### src/core/cie_pkg.sv
// Constants, types and carriers for the interrupt entry and return unit.
// Assumes the clock is the high-frequency system clock of the core.
package cie_pkg;

   // Software trap opcode, also returned for unimplemented fetches.
   localparam logic [7:0]  SOFT_TRAP_OP = 8'hff;

   // Fetch areas that raise an address trap reset.
   localparam logic [15:0] SFR_LO = 16'h0000;
   localparam logic [15:0] SFR_HI = 16'h003f;
   localparam logic [15:0] RAM_LO = 16'h0040;
   localparam logic [15:0] RAM_HI = 16'h023f;
   localparam logic [15:0] DBR_LO = 16'h1f80;
   localparam logic [15:0] DBR_HI = 16'h1fff;

   // Stack frame: five bytes, index 0 pushed first.
   localparam int          FRAME_BYTES = 5;
   localparam logic [2:0]  IDX_FIRST   = 3'h0;
   localparam logic [2:0]  IDX_LAST    = 3'h4;
   localparam logic [15:0] SP_STEP     = 16'h0001;

   // Status word layout.
   localparam int          PSW_IMF_BIT = 15;
   localparam int          PSW_RBS_LSB = 8;

   // Reset values.
   localparam logic        IMF_RST  = 1'b0;
   localparam logic [3:0]  RBS_RST  = 4'h0;
   localparam logic [15:0] SP_RST   = 16'h023f;

   // Longest wait from latch set to acceptance, in fc periods.
   localparam int          ACCEPT_MAX_FC  = 62;
   localparam int          CLK_PER_FC     = 1;
   localparam int          ACCEPT_MAX_CYC = ACCEPT_MAX_FC * CLK_PER_FC;

   typedef enum logic [1:0] {
      CIE_IDLE = 2'b00,
      CIE_PUSH = 2'b01,
      CIE_POP  = 2'b11
   } cie_state_e;

   typedef enum logic [1:0] {
      CIE_KIND_MASK = 2'b00,
      CIE_KIND_NMI  = 2'b01,
      CIE_KIND_SWI  = 2'b10
   } cie_kind_e;

   // Saved context as it sits on the stack, top byte pushed first.
   typedef struct packed {
      logic [15:0] pc;
      logic [15:0] program_status_word;
      logic [7:0]  aux;
   } cie_frame_s;

endpackage

### src/core/cie_core.sv
// Interrupt entry and return sequencing for an 8-bit CPU core.
// Assumes a priority encoder in front and an instruction sequencer that
// stalls while busy_out is high; stack memory reads combinationally.
`timescale 1ns/100ps

module cie_core #(
   parameter int          NEST_W = 4,
   parameter logic [15:0] RAM_TOP = cie_pkg::RAM_HI
) (
   input  wire logic        clk_in,
   input  wire logic        reset_n_in,
   input  wire logic        instr_last_in,
   input  wire logic        maskable_return_op_in,
   input  wire logic        nonmaskable_return_op_in,
   input  wire logic        soft_trap_op_in,
   input  wire logic        irq_req_in,
   input  wire logic        nmi_req_in,
   input  wire logic        auto_bank_in,
   input  wire logic [3:0]  vector_bank_in,
   input  wire logic [15:0] return_pc_in,
   input  wire logic [7:0]  cpu_flags_in,
   input  wire logic        imf_write_in,
   input  wire logic        imf_wdata_in,
   input  wire logic        sp_load_in,
   input  wire logic [15:0] sp_load_val_in,
   input  wire logic [7:0]  stack_rdata_in,
   input  wire logic        fetch_req_in,
   input  wire logic [15:0] fetch_addr_in,
   input  wire logic [7:0]  mem_rdata_in,
   input  wire logic        mem_hit_in,
   input  wire logic        single_chip_in,
   output logic             busy_out,
   output logic             entry_done_out,
   output logic [1:0]       entry_kind_out,
   output logic             return_done_out,
   output logic [15:0]      pc_out,
   output logic [7:0]       cpu_flags_out,
   output logic             master_irq_enable_out,
   output logic [3:0]       reg_bank_select_out,
   output logic [NEST_W-1:0] nest_count_out,
   output logic             nest_flag_out,
   output logic             nmi_active_out,
   output logic             soft_trap_irq_out,
   output logic             swi_nop_out,
   output logic             addr_error_out,
   output logic             stack_we_out,
   output logic [15:0]      stack_addr_out,
   output logic [7:0]       stack_wdata_out,
   output logic [15:0]      sp_out,
   output logic [7:0]       fetch_data_out,
   output logic             addr_trap_reset_out
);

   initial begin
      if (NEST_W < 1 || NEST_W > 8) begin
         $error("cie_core: NEST_W must lie in 1..8");
      end
   end

   ////////////////////////////////////////////////////////////////////////
   // State and decode

   cie_pkg::cie_state_e  state_q;
   cie_pkg::cie_kind_e   kind_q;
   cie_pkg::cie_frame_s  frame_q;
   cie_pkg::cie_frame_s  popped;
   logic [2:0]           idx_q;
   logic [15:0]          sp_q;
   logic                 imf_q;
   logic [3:0]           rbs_q;
   logic [3:0]           bank_q;
   logic                 bank_sw_q;
   logic                 nmi_act_q;
   logic                 imf_clr_q;
   logic                 nonmaskable_return_op_q;
   logic                 bad_fetch_q;
   logic [NEST_W-1:0]    nest_q;
   logic [39:0]          frame_bits;
   logic                 sample;
   logic                 is_ret;
   logic                 take_swi;
   logic                 take_nmi;
   logic                 take_irq;
   logic                 go_push;
   logic                 go_pop;
   logic                 push_end;
   logic                 pop_end;
   logic [5:0]           bsel;

   // Requests are looked at only in an instruction's final cycle.
   assign sample   = (state_q == cie_pkg::CIE_IDLE) && instr_last_in;
   assign is_ret   = maskable_return_op_in || nonmaskable_return_op_in;
   assign take_swi = sample && soft_trap_op_in && !nmi_act_q;
   assign take_nmi = sample && !is_ret && !take_swi && nmi_req_in;
   assign take_irq = sample && !is_ret && !take_swi && !nmi_req_in &&
                     irq_req_in && imf_q;
   assign go_push  = take_swi || take_nmi || take_irq;
   assign go_pop   = sample && is_ret && !soft_trap_op_in;
   assign push_end = (state_q == cie_pkg::CIE_PUSH) &&
                     (idx_q == cie_pkg::IDX_LAST);
   assign pop_end  = (state_q == cie_pkg::CIE_POP) &&
                     (idx_q == cie_pkg::IDX_FIRST);

   // Byte lane of the frame for the current index; index 0 is the top.
   assign bsel       = 6'(8 * (cie_pkg::FRAME_BYTES - 1 - int'(idx_q)));
   assign frame_bits = frame_q;
   assign popped     = {stack_rdata_in, frame_q.pc[7:0], frame_q.program_status_word,
                        frame_q.aux};

   ////////////////////////////////////////////////////////////////////////
   // Sequencer: idle, push five bytes, or pop five bytes

   always_ff @(posedge clk_in or negedge reset_n_in) begin
      if (!reset_n_in) begin
         state_q <= cie_pkg::CIE_IDLE;
         idx_q   <= 3'h0;
      end else begin
         unique case (state_q)
            cie_pkg::CIE_IDLE: begin
               if (go_push) begin
                  state_q <= cie_pkg::CIE_PUSH;
                  idx_q   <= cie_pkg::IDX_FIRST;
               end else if (go_pop) begin
                  state_q <= cie_pkg::CIE_POP;
                  idx_q   <= cie_pkg::IDX_LAST;
               end
            end
            cie_pkg::CIE_PUSH: begin
               if (push_end) begin
                  state_q <= cie_pkg::CIE_IDLE;
               end else begin
                  idx_q <= idx_q + 3'h1;
               end
            end
            cie_pkg::CIE_POP: begin
               if (pop_end) begin
                  state_q <= cie_pkg::CIE_IDLE;
               end else begin
                  idx_q <= idx_q - 3'h1;
               end
            end
         endcase
      end
   end

   // Frame capture at acceptance, and byte gathering while popping.
   always_ff @(posedge clk_in or negedge reset_n_in) begin
      if (!reset_n_in) begin
         frame_q   <= '0;
         kind_q    <= cie_pkg::CIE_KIND_MASK;
         bank_q    <= cie_pkg::RBS_RST;
         bank_sw_q <= 1'b0;
         nonmaskable_return_op_q    <= 1'b0;
      end else if (go_push) begin
         // Status word carries the enable and bank select.
         frame_q.pc  <= return_pc_in;
         frame_q.program_status_word <= {imf_q, 3'h0, rbs_q, cpu_flags_in};
         frame_q.aux <= {6'h00, nmi_act_q, imf_clr_q};
         kind_q      <= take_swi ? cie_pkg::CIE_KIND_SWI :
                        take_nmi ? cie_pkg::CIE_KIND_NMI :
                                   cie_pkg::CIE_KIND_MASK;
         bank_q      <= vector_bank_in;
         bank_sw_q   <= auto_bank_in;
      end else if (go_pop) begin
         nonmaskable_return_op_q <= nonmaskable_return_op_in;
      end else if (state_q == cie_pkg::CIE_POP && !pop_end) begin
         frame_q[bsel +: 8] <= stack_rdata_in;
      end
   end

   // Stack pointer: down once per pushed byte, up once per popped byte.
   always_ff @(posedge clk_in or negedge reset_n_in) begin
      if (!reset_n_in) begin
         sp_q <= cie_pkg::SP_RST;
      end else if (state_q == cie_pkg::CIE_PUSH) begin
         sp_q <= sp_q - cie_pkg::SP_STEP;
      end else if (state_q == cie_pkg::CIE_POP) begin
         sp_q <= sp_q + cie_pkg::SP_STEP;
      end else if (sp_load_in) begin
         sp_q <= sp_load_val_in;
      end
   end

   ////////////////////////////////////////////////////////////////////////
   // Master enable, bank select and nesting state

   // Enable: cleared after the save, set by maskable returns, restored from the frame by non-maskable returns
   // unless software cleared it during NMI service, or written by software.
   always_ff @(posedge clk_in or negedge reset_n_in) begin
      if (!reset_n_in) begin
         imf_q <= cie_pkg::IMF_RST;
      end else if (push_end) begin
         imf_q <= 1'b0;
      end else if (pop_end && !nonmaskable_return_op_q) begin
         imf_q <= 1'b1;
      end else if (pop_end) begin
         imf_q <= popped.program_status_word[cie_pkg::PSW_IMF_BIT] && !imf_clr_q;
      end else if (imf_write_in) begin
         imf_q <= imf_wdata_in;
      end
   end

   // Bank select switches on entry and comes back from the frame.
   always_ff @(posedge clk_in or negedge reset_n_in) begin
      if (!reset_n_in) begin
         rbs_q <= cie_pkg::RBS_RST;
      end else if (push_end && bank_sw_q) begin
         rbs_q <= bank_q;
      end else if (pop_end) begin
         rbs_q <= popped.program_status_word[cie_pkg::PSW_RBS_LSB +: 4];
      end
   end

   // NMI activity and the record of software clearing the enable in it.
   always_ff @(posedge clk_in or negedge reset_n_in) begin
      if (!reset_n_in) begin
         nmi_act_q <= 1'b0;
         imf_clr_q <= 1'b0;
      end else if (go_push && !take_irq) begin
         nmi_act_q <= 1'b1;
         imf_clr_q <= 1'b0;
      end else if (pop_end) begin
         nmi_act_q <= popped.aux[1];
         imf_clr_q <= popped.aux[0];
      end else if (nmi_act_q && imf_write_in && !imf_wdata_in) begin
         imf_clr_q <= 1'b1;
      end
   end

   // Nesting depth, saturating at both ends.
   always_ff @(posedge clk_in or negedge reset_n_in) begin
      if (!reset_n_in) begin
         nest_q <= '0;
      end else if (go_push && nest_q != '1) begin
         nest_q <= nest_q + 1'b1;
      end else if (pop_end && nest_q != '0) begin
         nest_q <= nest_q - 1'b1;
      end
   end

   // Restored program counter and flags for the sequencer.
   always_ff @(posedge clk_in or negedge reset_n_in) begin
      if (!reset_n_in) begin
         pc_out        <= 16'h0000;
         cpu_flags_out <= 8'h00;
      end else if (pop_end) begin
         pc_out        <= popped.pc;
         cpu_flags_out <= popped.program_status_word[7:0];
      end
   end

   // Event pulses toward the sequencer.
   always_ff @(posedge clk_in or negedge reset_n_in) begin
      if (!reset_n_in) begin
         entry_done_out    <= 1'b0;
         return_done_out   <= 1'b0;
         soft_trap_irq_out <= 1'b0;
         swi_nop_out       <= 1'b0;
         addr_error_out    <= 1'b0;
      end else begin
         entry_done_out    <= push_end;
         return_done_out   <= pop_end;
         soft_trap_irq_out <= take_swi;
         swi_nop_out       <= sample && soft_trap_op_in && nmi_act_q;
         addr_error_out    <= take_swi && bad_fetch_q;
      end
   end

   ////////////////////////////////////////////////////////////////////////
   // Fetch path: trap byte substitution and address trap reset

   always_ff @(posedge clk_in or negedge reset_n_in) begin
      if (!reset_n_in) begin
         fetch_data_out      <= 8'h00;
         bad_fetch_q         <= 1'b0;
         addr_trap_reset_out <= 1'b0;
      end else if (fetch_req_in) begin
         bad_fetch_q    <= single_chip_in && !mem_hit_in;
         fetch_data_out <= (single_chip_in && !mem_hit_in) ?
                           cie_pkg::SOFT_TRAP_OP : mem_rdata_in;
         addr_trap_reset_out <= (fetch_addr_in <= cie_pkg::SFR_HI) ||
            (fetch_addr_in >= cie_pkg::RAM_LO && fetch_addr_in <= RAM_TOP) ||
            (fetch_addr_in >= cie_pkg::DBR_LO &&
             fetch_addr_in <= cie_pkg::DBR_HI);
      end else begin
         addr_trap_reset_out <= 1'b0;
      end
   end

   // Stack port: push writes at SP then steps down, pop steps up then reads.
   assign stack_we_out    = (state_q == cie_pkg::CIE_PUSH);
   assign stack_addr_out  = stack_we_out ? sp_q : sp_q + cie_pkg::SP_STEP;
   assign stack_wdata_out = frame_bits[bsel +: 8];
   assign busy_out        = (state_q != cie_pkg::CIE_IDLE);
   assign entry_kind_out  = kind_q;
   assign master_irq_enable_out = imf_q;
   assign reg_bank_select_out   = rbs_q;
   assign nest_count_out  = nest_q;
   assign nest_flag_out   = (nest_q != '0);
   assign nmi_active_out  = nmi_act_q;
   assign sp_out          = sp_q;

   ////////////////////////////////////////////////////////////////////////
   // Checks

   logic [7:0] wait_q;

   // Cycles a taken-able maskable request has waited in idle.
   always_ff @(posedge clk_in or negedge reset_n_in) begin
      if (!reset_n_in) begin
         wait_q <= 8'h00;
      end else if (irq_req_in && imf_q && !busy_out && !go_push) begin
         wait_q <= wait_q + 8'h01;
      end else begin
         wait_q <= 8'h00;
      end
   end

   a_imf_gate: assert property (@(posedge clk_in) disable iff (!reset_n_in)
      (sample && !imf_q && !nmi_req_in && !soft_trap_op_in)
      |=> state_q != cie_pkg::CIE_PUSH)
      else $error("maskable request taken with enable clear");
   a_push_frame: assert property (@(posedge clk_in) disable iff (!reset_n_in)
      go_push |=> stack_we_out [*5] ##1 !stack_we_out)
      else $error("entry did not write five stack bytes");
   a_sp_return: assert property (@(posedge clk_in) disable iff (!reset_n_in)
      go_pop |=> ##5 sp_q == $past(sp_q, 6) + 16'h0005)
      else $error("return did not step stack pointer by five");
   a_maskable_return_op_imf: assert property (@(posedge clk_in) disable iff (!reset_n_in)
      (pop_end && !nonmaskable_return_op_q) |=> imf_q && return_done_out)
      else $error("maskable return left enable clear");
   a_nonmaskable_return_op_imf: assert property (@(posedge clk_in) disable iff (!reset_n_in)
      (pop_end && nonmaskable_return_op_q && imf_clr_q) |=> !imf_q)
      else $error("nmi return set enable after software cleared it");
   a_bank_back: assert property (@(posedge clk_in) disable iff (!reset_n_in)
      pop_end |=> rbs_q == $past(popped.program_status_word[11:8]))
      else $error("return did not restore bank select");
   a_bank_entry: assert property (@(posedge clk_in) disable iff (!reset_n_in)
      (go_push && auto_bank_in) |=> ##5 rbs_q == $past(vector_bank_in, 6))
      else $error("entry did not switch bank");
   a_swi_top: assert property (@(posedge clk_in) disable iff (!reset_n_in)
      take_swi |=> soft_trap_irq_out && kind_q == cie_pkg::CIE_KIND_SWI)
      else $error("trap instruction not taken first");
   a_swi_nop: assert property (@(posedge clk_in) disable iff (!reset_n_in)
      (sample && soft_trap_op_in && nmi_act_q) |=> !soft_trap_irq_out)
      else $error("trap raised during nmi service");
   a_ff_fetch: assert property (@(posedge clk_in) disable iff (!reset_n_in)
      (fetch_req_in && single_chip_in && !mem_hit_in)
      |=> fetch_data_out == 8'hff)
      else $error("unimplemented fetch not replaced by trap byte");
   a_trap_sfr: assert property (@(posedge clk_in) disable iff (!reset_n_in)
      (fetch_req_in && fetch_addr_in <= 16'h003f) |=> addr_trap_reset_out)
      else $error("register area fetch did not trap");
   a_accept_wait: assert property (@(posedge clk_in) disable iff (!reset_n_in)
      wait_q <= 8'(cie_pkg::ACCEPT_MAX_CYC))
      else $error("maskable acceptance later than allowed");
   a_imf_clear: assert property (@(posedge clk_in) disable iff (!reset_n_in)
      push_end |=> !imf_q && entry_done_out)
      else $error("enable not cleared after entry");

endmodule

### config.mk
export PLATFORM = sky130hd
export DESIGN_NAME = cie_core
export DESIGN_NICKNAME = d
export VERILOG_FILES = /design/src/core/cie_pkg.sv /design/src/core/cie_core.sv
export SDC_FILE = /design/constraint.sdc
export NUM_CORES = 1
export LEC_CHECK = 0
export ABC_AREA = 1
export BUFFER_PORTS_ARGS = -buffer_cell sky130_fd_sc_hd__buf_2
export CAP_MARGIN = 40
export CORE_ASPECT_RATIO = 0.5
export CORE_MARGIN = 10
export CORE_UTILIZATION = 35
export DETAILED_ROUTE_END_ITERATION = 6
export PLACE_DENSITY_LB_ADDON = 0.25
export SKIP_CTS_REPAIR_TIMING = 1
export SYNTH_ARGS = -nofsm -noshare
export SYNTH_HDL_FRONTEND = slang
export SYNTH_SLANG_ARGS = --single-unit
### constraint.sdc
create_clock -name clk_in -period 7.45 [get_ports clk_in]
set_clock_uncertainty 0.2 [all_clocks]
set_input_delay 0.745 -clock clk_in [delete_from_list [all_inputs] [get_ports clk_in]]
set_output_delay 0.745 -clock clk_in [all_outputs]
set_load 0.05 [all_outputs]
==> results.sh <==
export IMPL_grt_first_pass_wirelength_um=37440
export IMPL_n_fill_cell=2006
export IMPL_yosysWarnings=0
export IMPL_drive_gt1_share_pct=22.28
export IMPL_gp_congestion=0.9252
export IMPL_slew_viol_final=0
export IMPL_fin_ws_ns=2.621
export IMPL_synth_xor_area_share_pct=1.143
export IMPL_ff2ff_path_depth=8
export IMPL_avgRoutedWirePerCell_um=17.19
export IMPL_grt_max_degree=62
export IMPL_hold_class="in2async"
export IMPL_drv_cap=0
export IMPL_setup_viol=0
export IMPL_synthToLayoutAreaGrowth_pct=23.64
export IMPL_r2r_end="frame_bits[39]$_DFFE_PN0P_"
export IMPL_ys_seq_area_share_pct=43.31
export IMPL_die_y_um=119.3
export IMPL_synth_ff_type="dfrtp_1"
export IMPL_die_area_um2=26060
export IMPL_viasPerCell=5.047
export IMPL_period_share_pct=64.81
export IMPL_synth_mux_area_fraction_pct=0
export IMPL_final_area_um2=8526
export IMPL_globalRouteOverflowTotal=0
export IMPL_cp_required_ns=6.50
export IMPL_tns_ns=0
export IMPL_fmax_mhz=207.1
export IMPL_crit_slowest_cell="dfrtp_1"
export IMPL_cts_tree="done"
export IMPL_ys_seq_elements=119
export IMPL_period_needed_ns=4.829
export IMPL_synthesis_area_um2=6895
export IMPL_clock_sinks=119
export IMPL_ios=184
export IMPL_cts_htree_levels=4
export IMPL_path_class="reg2out"
export IMPL_antenna_left=0
export IMPL_core_um2=19410
export IMPL_worstPathCellList="inv_1 -> ha_1 -> nor2_1 -> o21ai_0 -> a31oi_1 -> buf_2"
export IMPL_finalHoldViolations=0
export IMPL_status="completed"
export IMPL_avgSynthCellArea_um2=7.398
export IMPL_drc=0
export IMPL_synthAdderAreaFrac_pct=2.758
export IMPL_critPathCaptureType="primary output"
export IMPL_synth_async_reset_ratio_pct=100.0
export IMPL_cp_max_fo=31
export IMPL_timing_rr_start="idx_q[0]$_DFFE_PN0P_"
export IMPL_initial_core_util_pct=35.52
export IMPL_rsz0062_at_grt="false"
export IMPL_relSlewSlack_pct=37.72
export IMPL_power_density_nw_per_um2=572.6
export IMPL_drt_iter0_drc=574
export IMPL_numCtsBuffers=17
export IMPL_synth_top_family_by_area="simple AND/OR/NAND/NOR gates"
export IMPL_vias=6924
export IMPL_startpoint_type="register"
export IMPL_worst_pin_slew_ns=0.9342
export IMPL_drtPass1Iterations=6
export IMPL_ir_drop_v=0.0002624
export IMPL_final_common_cell="nand2_1"
export IMPL_port_buffers=177
export IMPL_grt_util_all_layers_pct=17.97
export IMPL_synth_compound_area_share_pct=16.59
export IMPL_synth_nets=1037
export IMPL_clock_root_buffer="clkbuf_16"
export IMPL_cp_data_arrival_time_ns=3.88
export IMPL_r2r_slack_ns=3.17
export IMPL_nets=1196
export IMPL_most_common_layout_cells="nand2_1, buf_2, o21ai_0"
export IMPL_syn_instance_count=932
export IMPL_clk_pin_slew_ns=0.06
export IMPL_clockBufferDepth=2
export IMPL_leakagePower_nw=4.353
export IMPL_preCtsSetupSlack_ns=3.205
export IMPL_rows=36
export IMPL_grt_antenna_before_repair=1
export IMPL_synth_edf_count=0
export IMPL_post_dp_cell_area_um2=7936
export IMPL_grt_pass1_vias=6861
export IMPL_yosysUniqueCellTypes=43
export IMPL_total_power_mw=4.882
export IMPL_fp_dieW_um=218.5
export IMPL_synth_simple_area_share_pct=27.24
export IMPL_dp_hpwl_um=17560
export IMPL_clock_latency_ns=0.43
export IMPL_slowest_delay_ns=0.95
export IMPL_totalWireLength_um=23590
==> cells by family (layout without fill, tap and decap cells) <==
kind of cell | count (synthesis) | count (layout)
xor gates and xnor gates | 9 | 9
other | 0 | 2
buffers and inverters | 151 | 323
DFF | 119 | 119
AOI/OAI and AO/OA | 210 | 210
adders and majority gates | 14 | 14
and+or+nand+nor | 429 | 429
==> power by group <==
| group | total [mW] | switching [mW] | internal [mW] |
|---|---|---|---|
| combinational | 2.82 | 2.15 | 0.674 |
| clock | 0.828 | 0.325 | 0.503 |
| sequential | 1.23 | 0.292 | 0.940 |
| total | 4.88 | 2.77 | 2.12 |
==> metal layers <==
layer / GRT usage, % / vias up / share of wire, %
li1: - / 3382 / -
met1: 23.22 / 3277 / 44
met2: 28.69 / 245 / 46
met3: 5.483 / 20 / 8.6
met4: 4.571 / 0 / 0.98
met5: 0 / - / 0
==> critical path, delay by kind of cell, from the launching register on <==
family	cells	cell delay, ns
AOI/OAI and AO/OA	2	0.49
adders and majority gates	1	0.57
DFF	1	0.95
and+or+nand+nor	1	0.77
buffers and inverters	2	0.68
==> final cells by class <==
type	instances	area (um^2)	area share [%]
diodes	2	5.005	0.05870
repair buffers	179	903.4	10.60
flip-flops and latches	119	2987	35.03
multi-input cells	662	3291	38.60
well taps	266	332.8	3.904
clock buffers	18	439.2	5.151
inverters	112	422.9	4.960
clock inverters	14	145.1	1.702
==> sequential cells by signal, indices dropped and copies added, names as in the netlist, 2 cells and up <==
signal               cells
sp_out                  16
idx_q                    3
reg_bank_select_out      4
bank_q                   4
pc_out                  16
state_q                  2
cpu_flags_out            8
frame_bits              40
fetch_data_out           8
nest_count_out           4
entry_kind_out           2
==> Yosys cell counts, drive strengths merged (2+ instances only) <==
master  count  area, um^2
a31oi      12       75.07
nor4        3       18.77
dfrtp     112        2803
nand2     214       832.1
o31ai       2       15.01
o21a        2       22.52
inv       112       422.9
nor3       13       76.33
clkbuf     17       65.06
o211ai     12       105.1
fa          2       40.04
buf        22       130.1
ha         12       150.1
nand4      13       87.58
nand3      66       330.3
a21oi      49       245.2
or2         2       12.51
nand3b      3       35.03
dfstp       7       183.9
o21ai     127       635.6
a22oi       4       30.03
nor2      114       478.0
xor2        8       70.07
==> how the worst max path moves through the flow <==
stage / start / endpoint / slack [ns] / cells after the start
3_5_place_dp: idx_q[0]$_DFFE_PN0P_ / stack_wdata_out[0] / 3.21 / 6
3_3_place_gp: idx_q[0]$_DFFE_PN0P_ / stack_wdata_out[0] / 3.19 / 6
2_1_floorplan: sp_out[5]$_DFFE_PN1P_ / stack_addr_out[7] / 3.98 / 6
6_report: idx_q[0]$_DFFE_PN0P_ / stack_wdata_out[3] / 2.62 / 6
5_1_grt: idx_q[0]$_DFFE_PN0P_ / stack_wdata_out[3] / 2.43 / 6
4_1_cts: idx_q[0]$_DFFE_PN0P_ / stack_wdata_out[0] / 2.73 / 6
==> through the flow <==
stage	instances	util (%)	hold slack (ns)
after floorplan	932	-	0.2427
after global placement	1338	40.88	0.2522
after detailed placement	1338	40.88	0.2628
after CTS	1370	43.89	0.2404
after global routing	1370	43.89	0.2664
final	1372	43.92	0.2143
(Power assumes the default switching activity.)
